File: config.mk
export PLATFORM = sky130hd
export DESIGN_NAME = mps_motion_selector
export DESIGN_NICKNAME = d
export VERILOG_FILES = /design/src/design/mps_pkg.sv /design/src/design/mps_motion_selector.sv
export SDC_FILE = /design/constraint.sdc
export NUM_CORES = 2
export LEC_CHECK = 0
export BUFFER_PORTS_ARGS = -buffer_cell sky130_fd_sc_hd__buf_2
export CAP_MARGIN = 20
export CELL_PAD_IN_SITES_DETAIL_PLACEMENT = 1
export CELL_PAD_IN_SITES_GLOBAL_PLACEMENT = 2
export CORE_ASPECT_RATIO = 0.7
export CORE_UTILIZATION = 26
export DETAILED_ROUTE_END_ITERATION = 12
export GPL_TIMING_DRIVEN = 0
export PLACE_DENSITY = 0.58
export SLEW_MARGIN = 20
export SYNTH_ARGS = -nofsm -noshare
export SYNTH_HDL_FRONTEND = slang
export SYNTH_SLANG_ARGS = --single-unit
File: constraint.sdc
create_clock -name clock -period 29.1 [get_ports clock]
set_input_delay 5.82 -clock clock [delete_from_list [all_inputs] [get_ports clock]]
set_output_delay 5.82 -clock clock [all_outputs]
set_load 0.1 [all_outputs]
File: src/design/mps_pkg.sv
// Package: register map, field layout, reset values and constants of the parameter selector
`default_nettype none
package mps_pkg;
	// ----------------------------------------------------------------
	// Register offsets (byte addresses)
	// ----------------------------------------------------------------
	localparam logic [7:0] OFS_CTRL     = 8'h00;
	localparam logic [7:0] OFS_STATUS   = 8'h04;
	localparam logic [7:0] OFS_GSCHED   = 8'h08;
	localparam logic [7:0] OFS_GAINP0   = 8'h0C;
	localparam logic [7:0] OFS_GAINI0   = 8'h18;
	localparam logic [7:0] OFS_TRQFILT  = 8'h24;
	localparam logic [7:0] OFS_PUSHVEL  = 8'h28;
	localparam logic [7:0] OFS_SAFEVEL  = 8'h2C;
	localparam logic [7:0] OFS_SOFFDLY0 = 8'h30;
	localparam logic [7:0] OFS_OVERRIDE = 8'h3C;
	localparam logic [7:0] OFS_JOGVEL1  = 8'h40;
	localparam logic [7:0] OFS_JOGVEL2  = 8'h44;
	localparam logic [7:0] OFS_MAXSPD   = 8'h48;
	localparam logic [7:0] OFS_ACTGAINP = 8'h4C;
	localparam logic [7:0] OFS_ACTGAINI = 8'h50;
	// ----------------------------------------------------------------
	// CTRL field positions
	// ----------------------------------------------------------------
	localparam int CTRL_HIGHOUT  = 0;
	localparam int CTRL_OUTMODE  = 1;
	localparam int CTRL_SAVE_EN  = 2;
	localparam int CTRL_DLYSEL   = 3;
	localparam int CTRL_POLAR    = 5;
	localparam int CTRL_PUSHTBL  = 7;
	// ----------------------------------------------------------------
	// Ranges and reset values
	// ----------------------------------------------------------------
	localparam logic [31:0] GAIN_MAX     = 32'h05F5_E0FF;
	localparam logic [31:0] GAIN_RST     = 32'h0000_0001;
	localparam logic [31:0] TRQFILT_MAX  = 32'h0000_09C4;
	localparam logic [31:0] SAFEVEL_MAX  = 32'h0000_00FA;
	localparam logic [31:0] SAFEVEL_RST  = 32'h0000_0064;
	localparam logic [31:0] SOFFDLY_MAX  = 32'h0000_270F;
	localparam logic [31:0] OVR_MAX      = 32'h0000_0064;
	localparam logic [31:0] SCHED_LIMIT  = 32'h0000_0064;
	localparam logic [31:0] MAXSPD_RST   = 32'h0000_01F4;
	localparam logic [31:0] VEL_RST      = 32'h0000_0064;
	localparam logic [11:0] ALARM_HOME   = 12'h0BA;
	// ----------------------------------------------------------------
	// Timing
	// ----------------------------------------------------------------
	localparam int CLK_HZ  = 50_000_000;
	localparam int SEC_S   = 1;
	localparam int SEC_CYC = CLK_HZ * SEC_S;
	// Home sensor polarity
	typedef enum logic [1:0] {HS_UNUSED, HS_NOPEN, HS_NCLOSED, HS_RSVD} mps_hs_e;
	typedef enum {SV_IDLE, SV_COUNT, SV_OFF} mps_sv_e;
endpackage : mps_pkg
`default_nettype wire

File: src/design/mps_motion_selector.sv
// Motion parameter selector: gain pick, speed derivation, servo-off timer, completion outputs
//
// Overview of operation
// - Three P/I velocity gain pairs are stored; exactly one pair drives the loop.
// - Schedule above 100 picks scheduled pair; else high-output flag picks pair.
// - Integral gain accepted from 1 to 99,999,999.
// - Torque filter constant accepted 0 to 2,500, presented to the loop.
// - Push speed is push velocity, or positioning speed when that is lower.
// - Per-entry push speed from the table replaces global push velocity if enabled.
// - Safety speed caps manual speed; range 1 to 250 or actuator max, default 100.
// - Power saving: selected 0..9,999 s delay from completion turns servo off.
// - Mode 0: completion output latched while servo is on.
// - Mode 1: completion output follows the position window.
// - Servo off forces the completion output low.
// - Completed position number follows the same latched or window behaviour.
// - Home sensor polarity: 0 unused, 1 normally open, 2 normally closed.
// - Home sensor change before mechanical end raises alarm 0BA.
// - Controller travel speed is table speed times override, 1..100 percent.
// - Override is not applied to tool-issued travel commands.
// - Jog select high uses second jog velocity, 1 to actuator max.
// - Direct numeric mode with jog select uses command speed unless it is zero.
// - Jog select low uses first jog velocity.
//
// The placing of the registers and the Wishbone interface to the registers were chosen for this implementation.
`default_nettype none
module mps_motion_selector
	import mps_pkg::*;
#(
	parameter int POS_BITS = 8,
	parameter int SEC_CYCLES = SEC_CYC
) (
	// Clock and reset
	input  wire logic                clock,
	input  wire logic                rst,
	// Wishbone slave
	input  wire logic                wb_cyc_i,
	input  wire logic                wb_stb_i,
	input  wire logic                wb_we_i,
	input  wire logic [7:0]          wb_adr_i,
	input  wire logic [3:0]          wb_sel_i,
	input  wire logic [31:0]         wb_dat_i,
	output logic      [31:0]         wb_dat_o,
	output logic                     wb_ack_o,
	// Motion status from the driver core
	input  wire logic                servoOn,
	input  wire logic                moving,
	input  wire logic                posComplete,
	input  wire logic                inWindow,
	input  wire logic [POS_BITS-1:0] posNumber,
	input  wire logic                atMechEnd,
	input  wire logic                homing,
	input  wire logic                homeSensor,
	// Command inputs
	input  wire logic                pushMotion,
	input  wire logic [15:0]         tableSpeed,
	input  wire logic [15:0]         tablePushSpeed,
	input  wire logic                cmdFromTool,
	input  wire logic                jog_speed_select,
	input  wire logic                directMode,
	input  wire logic [15:0]         cmdSpeed,
	input  wire logic                safetySelect,
	input  wire logic [15:0]         manualSpeed,
	// Derived outputs
	output logic      [31:0]         activeGainP,
	output logic      [31:0]         activeGainI,
	output logic      [11:0]         torqueFilter,
	output logic      [15:0]         pushSpeed,
	output logic      [15:0]         travelSpeed,
	output logic      [15:0]         jogSpeed,
	output logic      [15:0]         manualLimited,
	output logic                     autoServoOff,
	output logic                     position_settled_latched,
	output logic      [POS_BITS-1:0] completed_position_bit,
	output logic                     homeAlarm,
	output logic      [11:0]         alarmCode
);
	if (POS_BITS < 1 || POS_BITS > 16) begin : g_bad_pos_bits
		$error("POS_BITS out of range");
	end
	if (SEC_CYCLES < 1) begin : g_bad_sec_cycles
		$error("SEC_CYCLES must be positive");
	end

	// ----------------------------------------------------------------
	// Register file
	// ----------------------------------------------------------------
	logic [31:0] ctrl_q, sched_q, trq_q, pushVel_q, safeVel_q, ovr_q;
	logic [31:0] jog1_q, jog2_q, maxSpd_q;
	logic [31:0] gainP_q [3];
	logic [31:0] gainI_q [3];
	logic [31:0] soffDly_q [3];
	logic        wr;
	logic [31:0] wmask;

	assign wr = wb_cyc_i && wb_stb_i && wb_we_i && !wb_ack_o;
	always_comb begin
		for (int b = 0; b < 4; b++) wmask[b*8 +: 8] = {8{wb_sel_i[b]}};
	end

	// Merge byte lanes onto the current register value
	function automatic logic [31:0] merge(input logic [31:0] old);
		merge = (old & ~wmask) | (wb_dat_i & wmask);
	endfunction : merge

	always_ff @(posedge clock) begin
		if (rst) begin
			wb_ack_o <= 1'b0;
		end else begin
			wb_ack_o <= wb_cyc_i && wb_stb_i && !wb_ack_o;
		end
	end

	always_ff @(posedge clock) begin
		if (rst) begin
			ctrl_q    <= '0;
			sched_q   <= '0;
			trq_q     <= '0;
			pushVel_q <= VEL_RST;
			safeVel_q <= SAFEVEL_RST;
			ovr_q     <= OVR_MAX;
			jog1_q    <= VEL_RST;
			jog2_q    <= VEL_RST;
			maxSpd_q  <= MAXSPD_RST;
			for (int k = 0; k < 3; k++) begin
				gainP_q[k]   <= GAIN_RST;
				gainI_q[k]   <= GAIN_RST;
				soffDly_q[k] <= '0;
			end
		end else if (wr) begin
			// Writes outside range leave the register untouched
			if (wb_adr_i == OFS_CTRL) begin
				ctrl_q <= merge(ctrl_q) & 32'h0000_00FF;
			end else if (wb_adr_i == OFS_GSCHED) begin
				sched_q <= merge(sched_q);
			end else if (wb_adr_i == OFS_TRQFILT) begin
				if (merge(trq_q) <= TRQFILT_MAX) trq_q <= merge(trq_q);
			end else if (wb_adr_i == OFS_PUSHVEL) begin
				if (merge(pushVel_q) != '0 && merge(pushVel_q) <= maxSpd_q)
					pushVel_q <= merge(pushVel_q);
			end else if (wb_adr_i == OFS_SAFEVEL) begin
				if (merge(safeVel_q) != '0 && merge(safeVel_q) <= SAFEVEL_MAX
						&& merge(safeVel_q) <= maxSpd_q)
					safeVel_q <= merge(safeVel_q);
			end else if (wb_adr_i == OFS_OVERRIDE) begin
				if (merge(ovr_q) != '0 && merge(ovr_q) <= OVR_MAX)
					ovr_q <= merge(ovr_q);
			end else if (wb_adr_i == OFS_JOGVEL1) begin
				if (merge(jog1_q) != '0 && merge(jog1_q) <= maxSpd_q)
					jog1_q <= merge(jog1_q);
			end else if (wb_adr_i == OFS_JOGVEL2) begin
				if (merge(jog2_q) != '0 && merge(jog2_q) <= maxSpd_q)
					jog2_q <= merge(jog2_q);
			end else if (wb_adr_i == OFS_MAXSPD) begin
				if (merge(maxSpd_q) != '0 && merge(maxSpd_q) <= 32'h0000_FFFF)
					maxSpd_q <= merge(maxSpd_q);
			end else begin
				for (int k = 0; k < 3; k++) begin
					if (wb_adr_i == OFS_GAINP0 + 8'(4 * k)
							&& merge(gainP_q[k]) != '0 && merge(gainP_q[k]) <= GAIN_MAX)
						gainP_q[k] <= merge(gainP_q[k]);
					if (wb_adr_i == OFS_GAINI0 + 8'(4 * k)
							&& merge(gainI_q[k]) != '0 && merge(gainI_q[k]) <= GAIN_MAX)
						gainI_q[k] <= merge(gainI_q[k]);
					if (wb_adr_i == OFS_SOFFDLY0 + 8'(4 * k)
							&& merge(soffDly_q[k]) <= SOFFDLY_MAX)
						soffDly_q[k] <= merge(soffDly_q[k]);
				end
			end
		end
	end

	// ----------------------------------------------------------------
	// Gain pair selection
	// ----------------------------------------------------------------
	logic [1:0] gainSel_d, gainSel_q;
	always_comb begin
		if (sched_q > SCHED_LIMIT) gainSel_d = 2'd1;
		else if (ctrl_q[CTRL_HIGHOUT]) gainSel_d = 2'd2;
		else gainSel_d = 2'd0;
	end
	always_ff @(posedge clock) begin
		if (rst) gainSel_q <= 2'd0;
		else if (!moving) gainSel_q <= gainSel_d;
	end
	always_ff @(posedge clock) begin
		if (rst) begin
			activeGainP  <= GAIN_RST;
			activeGainI  <= GAIN_RST;
			torqueFilter <= '0;
		end else begin
			activeGainP  <= gainP_q[gainSel_q];
			activeGainI  <= gainI_q[gainSel_q];
			torqueFilter <= trq_q[11:0];
		end
	end

	// ----------------------------------------------------------------
	// Speed derivation
	// ----------------------------------------------------------------
	logic [15:0] pushBase;
	logic [31:0] ovrProd;
	assign pushBase = ctrl_q[CTRL_PUSHTBL] ? tablePushSpeed : pushVel_q[15:0];
	assign ovrProd  = tableSpeed * ovr_q[15:0];

	always_ff @(posedge clock) begin
		if (rst) begin
			pushSpeed     <= '0;
			travelSpeed   <= '0;
			jogSpeed      <= '0;
			manualLimited <= '0;
		end else begin
			if (pushMotion)
				pushSpeed <= (tableSpeed < pushBase) ? tableSpeed : pushBase;
			else
				pushSpeed <= '0;
			// Division by a constant; synthesises to a multiplier network
			travelSpeed <= cmdFromTool ? tableSpeed : 16'(ovrProd / OVR_MAX);
			if (!jog_speed_select) jogSpeed <= jog1_q[15:0];
			else if (directMode && cmdSpeed != '0) jogSpeed <= cmdSpeed;
			else jogSpeed <= jog2_q[15:0];
			manualLimited <= (safetySelect && manualSpeed > safeVel_q[15:0])
				? safeVel_q[15:0] : manualSpeed;
		end
	end

	// ----------------------------------------------------------------
	// Automatic servo-off timer
	// ----------------------------------------------------------------
	mps_sv_e     svState_q;
	logic [31:0] tick_q;
	logic [13:0] secs_q;
	logic [13:0] dlySel;
	assign dlySel = soffDly_q[(ctrl_q[CTRL_DLYSEL +: 2] == 2'd3) ? 2'd2
		: ctrl_q[CTRL_DLYSEL +: 2]][13:0];

	always_ff @(posedge clock) begin
		if (rst) begin
			svState_q    <= SV_IDLE;
			tick_q       <= '0;
			secs_q       <= '0;
			autoServoOff <= 1'b0;
		end else begin
			case (svState_q)
				SV_IDLE: begin
					autoServoOff <= 1'b0;
					tick_q       <= '0;
					secs_q       <= '0;
					if (ctrl_q[CTRL_SAVE_EN] && servoOn && posComplete && !moving)
						svState_q <= SV_COUNT;
				end
				SV_COUNT: begin
					if (!ctrl_q[CTRL_SAVE_EN] || moving || !servoOn) begin
						svState_q <= SV_IDLE;
					end else if (secs_q >= dlySel) begin
						svState_q    <= SV_OFF;
						autoServoOff <= 1'b1;
					end else if (tick_q == 32'(SEC_CYCLES - 1)) begin
						tick_q <= '0;
						secs_q <= secs_q + 14'd1;
					end else begin
						tick_q <= tick_q + 32'd1;
					end
				end
				default: begin
					// Held until a new move or clearing the power-saving enable clears it
					if (moving || !ctrl_q[CTRL_SAVE_EN]) begin
						svState_q    <= SV_IDLE;
						autoServoOff <= 1'b0;
					end
				end
			endcase
		end
	end

	// ----------------------------------------------------------------
	// Completion outputs
	// ----------------------------------------------------------------
	logic latched_q;
	logic [POS_BITS-1:0] latchedNum_q;
	always_ff @(posedge clock) begin
		if (rst || !servoOn || moving) begin
			latched_q    <= 1'b0;
			latchedNum_q <= '0;
		end else if (posComplete && !latched_q) begin
			latched_q    <= 1'b1;
			latchedNum_q <= posNumber;
		end
	end
	always_ff @(posedge clock) begin
		if (rst) begin
			position_settled_latched <= 1'b0;
			completed_position_bit   <= '0;
		end else if (!servoOn) begin
			position_settled_latched <= 1'b0;
			completed_position_bit   <= '0;
		end else if (!ctrl_q[CTRL_OUTMODE]) begin
			position_settled_latched <= latched_q;
			completed_position_bit   <= latchedNum_q;
		end else begin
			position_settled_latched <= latched_q && inWindow;
			completed_position_bit   <= (latched_q && inWindow) ? latchedNum_q : '0;
		end
	end

	// ----------------------------------------------------------------
	// Home confirmation sensor
	// ----------------------------------------------------------------
	logic    sensActive, sensPrev_q;
	mps_hs_e polar;
	assign polar = mps_hs_e'(ctrl_q[CTRL_POLAR +: 2]);
	always_comb begin
		case (polar)
			HS_NOPEN:   sensActive = homeSensor;
			HS_NCLOSED: sensActive = !homeSensor;
			default:    sensActive = 1'b0;
		endcase
	end
	always_ff @(posedge clock) begin
		if (rst) begin
			sensPrev_q <= 1'b0;
			homeAlarm  <= 1'b0;
			alarmCode  <= '0;
		end else begin
			sensPrev_q <= sensActive;
			// Alarm is sticky until software rewrites CTRL
			if (homing && !atMechEnd && polar != HS_UNUSED && sensActive != sensPrev_q) begin
				homeAlarm <= 1'b1;
				alarmCode <= ALARM_HOME;
			end else if (wr && wb_adr_i == OFS_CTRL) begin
				homeAlarm <= 1'b0;
				alarmCode <= '0;
			end
		end
	end

	// ----------------------------------------------------------------
	// Read mux
	// ----------------------------------------------------------------
	always_ff @(posedge clock) begin
		if (rst) begin
			wb_dat_o <= '0;
		end else if (wb_cyc_i && wb_stb_i && !wb_we_i && !wb_ack_o) begin
			if (wb_adr_i == OFS_CTRL) wb_dat_o <= ctrl_q;
			else if (wb_adr_i == OFS_STATUS)
				wb_dat_o <= {16'h0, homeAlarm, autoServoOff, position_settled_latched,
					11'h0, gainSel_q};
			else if (wb_adr_i == OFS_GSCHED) wb_dat_o <= sched_q;
			else if (wb_adr_i == OFS_TRQFILT) wb_dat_o <= trq_q;
			else if (wb_adr_i == OFS_PUSHVEL) wb_dat_o <= pushVel_q;
			else if (wb_adr_i == OFS_SAFEVEL) wb_dat_o <= safeVel_q;
			else if (wb_adr_i == OFS_OVERRIDE) wb_dat_o <= ovr_q;
			else if (wb_adr_i == OFS_JOGVEL1) wb_dat_o <= jog1_q;
			else if (wb_adr_i == OFS_JOGVEL2) wb_dat_o <= jog2_q;
			else if (wb_adr_i == OFS_MAXSPD) wb_dat_o <= maxSpd_q;
			else if (wb_adr_i == OFS_ACTGAINP) wb_dat_o <= activeGainP;
			else if (wb_adr_i == OFS_ACTGAINI) wb_dat_o <= activeGainI;
			else if (wb_adr_i >= OFS_GAINP0 && wb_adr_i < OFS_GAINI0)
				wb_dat_o <= gainP_q[2'((wb_adr_i - OFS_GAINP0) >> 2)];
			else if (wb_adr_i >= OFS_GAINI0 && wb_adr_i < OFS_TRQFILT)
				wb_dat_o <= gainI_q[2'((wb_adr_i - OFS_GAINI0) >> 2)];
			else if (wb_adr_i >= OFS_SOFFDLY0 && wb_adr_i < OFS_OVERRIDE)
				wb_dat_o <= soffDly_q[2'((wb_adr_i - OFS_SOFFDLY0) >> 2)];
			else wb_dat_o <= '0;
		end
	end

	// ----------------------------------------------------------------
	// Checks
	// ----------------------------------------------------------------
	AST_SERVO_OFF_CLEARS: assert property (@(posedge clock) disable iff (rst)
		!servoOn |=> !position_settled_latched && completed_position_bit == '0)
		else $error("completion output high with servo off");
	AST_WINDOW_MODE: assert property (@(posedge clock) disable iff (rst)
		position_settled_latched && ctrl_q[CTRL_OUTMODE] && $stable(ctrl_q) |-> $past(inWindow))
		else $error("window mode output outside window");
	AST_GAIN_HOLD: assert property (@(posedge clock) disable iff (rst)
		moving && $past(moving) |-> $stable(gainSel_q))
		else $error("gain pair changed during move");
	AST_SCHED_PICK: assert property (@(posedge clock) disable iff (rst)
		!moving && sched_q > SCHED_LIMIT |=> gainSel_q == 2'd1)
		else $error("scheduled pair not chosen");
	AST_PUSH_MIN: assert property (@(posedge clock) disable iff (rst)
		pushMotion |=> pushSpeed <= $past(pushBase) && pushSpeed <= $past(tableSpeed))
		else $error("push speed above limit");
	AST_JOG_SEL: assert property (@(posedge clock) disable iff (rst)
		!jog_speed_select |=> jogSpeed == $past(jog1_q[15:0]))
		else $error("jog speed not first velocity");
	AST_TOOL_NO_OVR: assert property (@(posedge clock) disable iff (rst)
		cmdFromTool |=> travelSpeed == $past(tableSpeed))
		else $error("override applied to tool command");
	AST_OVR_RANGE: assert property (@(posedge clock) disable iff (rst)
		ovr_q != '0 && ovr_q <= OVR_MAX)
		else $error("override outside 1 to 100");
	AST_SAFE_CAP: assert property (@(posedge clock) disable iff (rst)
		safetySelect |=> manualLimited <= $past(safeVel_q[15:0]))
		else $error("manual speed exceeds safety velocity");
	AST_HOME_ALARM: assert property (@(posedge clock) disable iff (rst)
		homeAlarm |-> alarmCode == ALARM_HOME)
		else $error("home alarm without code");
	COV_AUTO_OFF: cover property (@(posedge clock) disable iff (rst) $rose(autoServoOff));
	COV_HOME_ALARM: cover property (@(posedge clock) disable iff (rst) $rose(homeAlarm));
	COV_WINDOW_DROP: cover property (@(posedge clock) disable iff (rst)
		ctrl_q[CTRL_OUTMODE] && $fell(position_settled_latched) && servoOn);
endmodule : mps_motion_selector
`default_nettype wire

==> impl_metrics.tcl <==
set metrics [dict create \
    status "complete, no violations" \
    start_util_pct 26.2 \
    std_cell_rows 147 \
    yosysSeqAreaShare_pct 31.4 \
    finalCritPeriodShare_pct 97.1 \
    grt_antenna_before_repair 54 \
    die-area_sq_um 233000 \
    grt_pass1_wl_mm 493 \
    slowest_delay_ns 0.63 \
    track_usage_pct 30.1 \
    netlist_area_sq_um 60000 \
    viasPerCell 5.71 \
    clock_latency_ns 0.77 \
    synth_cell_types 144 \
    place_hpwl_mm 297 \
    hold_violations 0 \
    wirelength_mm 362 \
    layout_common_cells "nand2_1, a21oi_1, nor2_1, dfxtp_1, inv_1" \
    cts.path.max_buffers 3 \
    path_class "input port to register" \
    cp-end-kind "register" \
    die_h_um 404 \
    h-tree-depth 3 \
    fin_nets 8329 \
    synthArstFlopShare_pct 0 \
    final_common_cell "nand2_1" \
    fp.coreArea_sq_um 229000 \
    area_growth_pct 17.1 \
    max_slew_margin_pct 9.22 \
    synth_edf_count 288 \
    synth_area_leaders "dfxtp_1, edfxtp_1, fa_1, a21oi_1, ha_1" \
    io-pin-count 329 \
    finalCriticalPeriod_ns 28.26 \
    avgSynthCellArea_sq_um 8.26 \
    clock-sinks 796 \
    yosys.area.top_type "dfxtp_1" \
    ys_warn_count 0 \
    cts_tree "done" \
    critPathSlowestCell "or4_1" \
    first_pass_iters 6 \
    reg2reg_slack_ns 4.90 \
    drt-wirelength-per-cell_um 33.3 \
    crit_arrival_ns 28.88 \
    min_path_type "register to register" \
    grt-ovfl-total 0 \
    path_max_fanout 10 \
    synth_top_area_share_pct 16.9 \
    cts_buffers 97 \
    timing.fmax_mhz 35.4 \
    start_kind "input port" \
    synthCells 7262 \
    portBuffers 308 \
    fillerInstances 27061 \
    holdWs_ns 0.458 \
    gp_congestion 0.984 \
    grt_max_degree 33 \
    drc 0 \
    finalMaxSlewViolations 0 \
    antenna_left 0 \
    drive_above_1_share_pct 11.4 \
    cts_hold_buf 0 \
    tightest_slew_ns 1.36 \
    vias 62079 \
    maxCapViolCount 0 \
    root_buffer "clkbuf_16" \
    grt_pass1_vias 59108 \
    path_clk_slew_ns 0.06 \
    synth_seq_cells 796 \
    worstPathRequired_ns 29.72 \
    setup_viol 0 \
    synth_flop_cell "dfxtp_1" \
    die_w_um 576 \
    initialDrtViolationCount 7271 \
    clock_skew_ns 0.0713 \
]
synth_stat cells (all sizes together), types with 57 or more instances:
library cell / n
edfxtp: 288
buf: 84
a211oi: 176
inv: 401
clkbuf: 424
and2: 207
o31ai: 64
ha: 284
nor2b: 65
nand4: 101
mux2i: 339
nor4: 103
xnor2: 65
nand3: 171
nor2: 706
a21o: 57
a21oi: 754
nor3: 134
fa: 194
and3: 79
nand2: 813
o21ai: 446
dfxtp: 508
state kept, by name, indices dropped and copies added (netlist names), 8 cells and up, named ones only:
register and count:
jog2_q 32, completed_position_bit 8, jogSpeed 16, gainI_q 96
trq_q 32, tick_q 32, manualLimited 16, maxSpd_q 32
ovr_q 32, pushVel_q 32, latchedNum_q 8, wb_dat_o 32
gainP_q 96, travelSpeed 16, safeVel_q 32, torqueFilter 12
secs_q 14, activeGainI 32, activeGainP 32, pushSpeed 16
jog1_q 32, soffDly_q 96
worst max-delay path, delay by kind of cell:
kind                       cells  cell delay [ns]
AOI/OAI and AO/OA             38            10.52
xor gates and xnor gates       1             0.28
adders and majority gates     11             4.81
buffers and inverters         14             2.75
muxes                          1             0.41
and+or+nand+nor               17             4.23
worst paths after layout:
check | startpoint | end | cells past startpoint
worst max-delay path | tableSpeed[8] | travelSpeed[1] | 82
worst max register to register | ovr_q[3] | travelSpeed[1] | 84
worst min register to register | latchedNum_q[1] | completed_position_bit[1] | 1
worst min-delay path | latchedNum_q[1] | completed_position_bit[1] | 1
logic make-up after synthesis:
kind of cell | count (synthesis) | share of synthesized area (%)
and+or+nand+nor | 2559 | 20.1
other | 1 | 0.00625
DFF | 796 | 31.4
xor gates and xnor gates | 114 | 1.76
adders and majority gates | 490 | 12.6
AOI/OAI and AO/OA | 2041 | 22.3
muxes | 350 | 5.89
buffers and inverters | 911 | 5.93
area by class of cell:
type	count	area [sq um]	area share, %
multi-input cells	5561	38600	54.9
diodes	17	42.5	0.0605
well taps	3054	3820	5.44
clock buffers	131	2740	3.90
flip-flops and latches	796	18800	26.8
inverters	403	1510	2.15
plain buffers	500	2110	3.01
clock inverters	48	542	0.771
repair buffers	359	2120	3.01
through the flow:
step	area, sq um	setup slack, ns	util, %	std cells	setup TNS (ns)
2_1_floorplan	60000	3.33	-	7268	0
3_3_place_gp	65400	-2.60	28.5	10630	-8.86
3_5_place_dp	65900	-2.56	28.7	10650	-8.37
4_1_cts	69300	0.00771	30.2	10825	0
5_1_grt	70200	-0.0827	30.6	10855	-0.0827
6_report	70300	0.836	30.6	10869	0
layer usage:
metal	share of wire, %	GRT usage [%]	wire length [um]	up-vias
met4	2.1	5.97	7460	8
met1	51	47.7	183000	32050
met5	0.079	0.765	287	-
met3	9.8	7.72	35400	322
met2	38	39.3	136000	2650
li1	-	-	-	27049
repair_timing:
item / in CTS / in global routing
gates resized for setup: 32 / 154
pin swaps: 2 / 23
setup endpoints to repair: 4 / 4
setup buffers: 3 / 23
cloned: 0 / 0
Power is not shown: default switching activity piles up to over one toggle a cycle in this logic, so the estimate is an artifact.
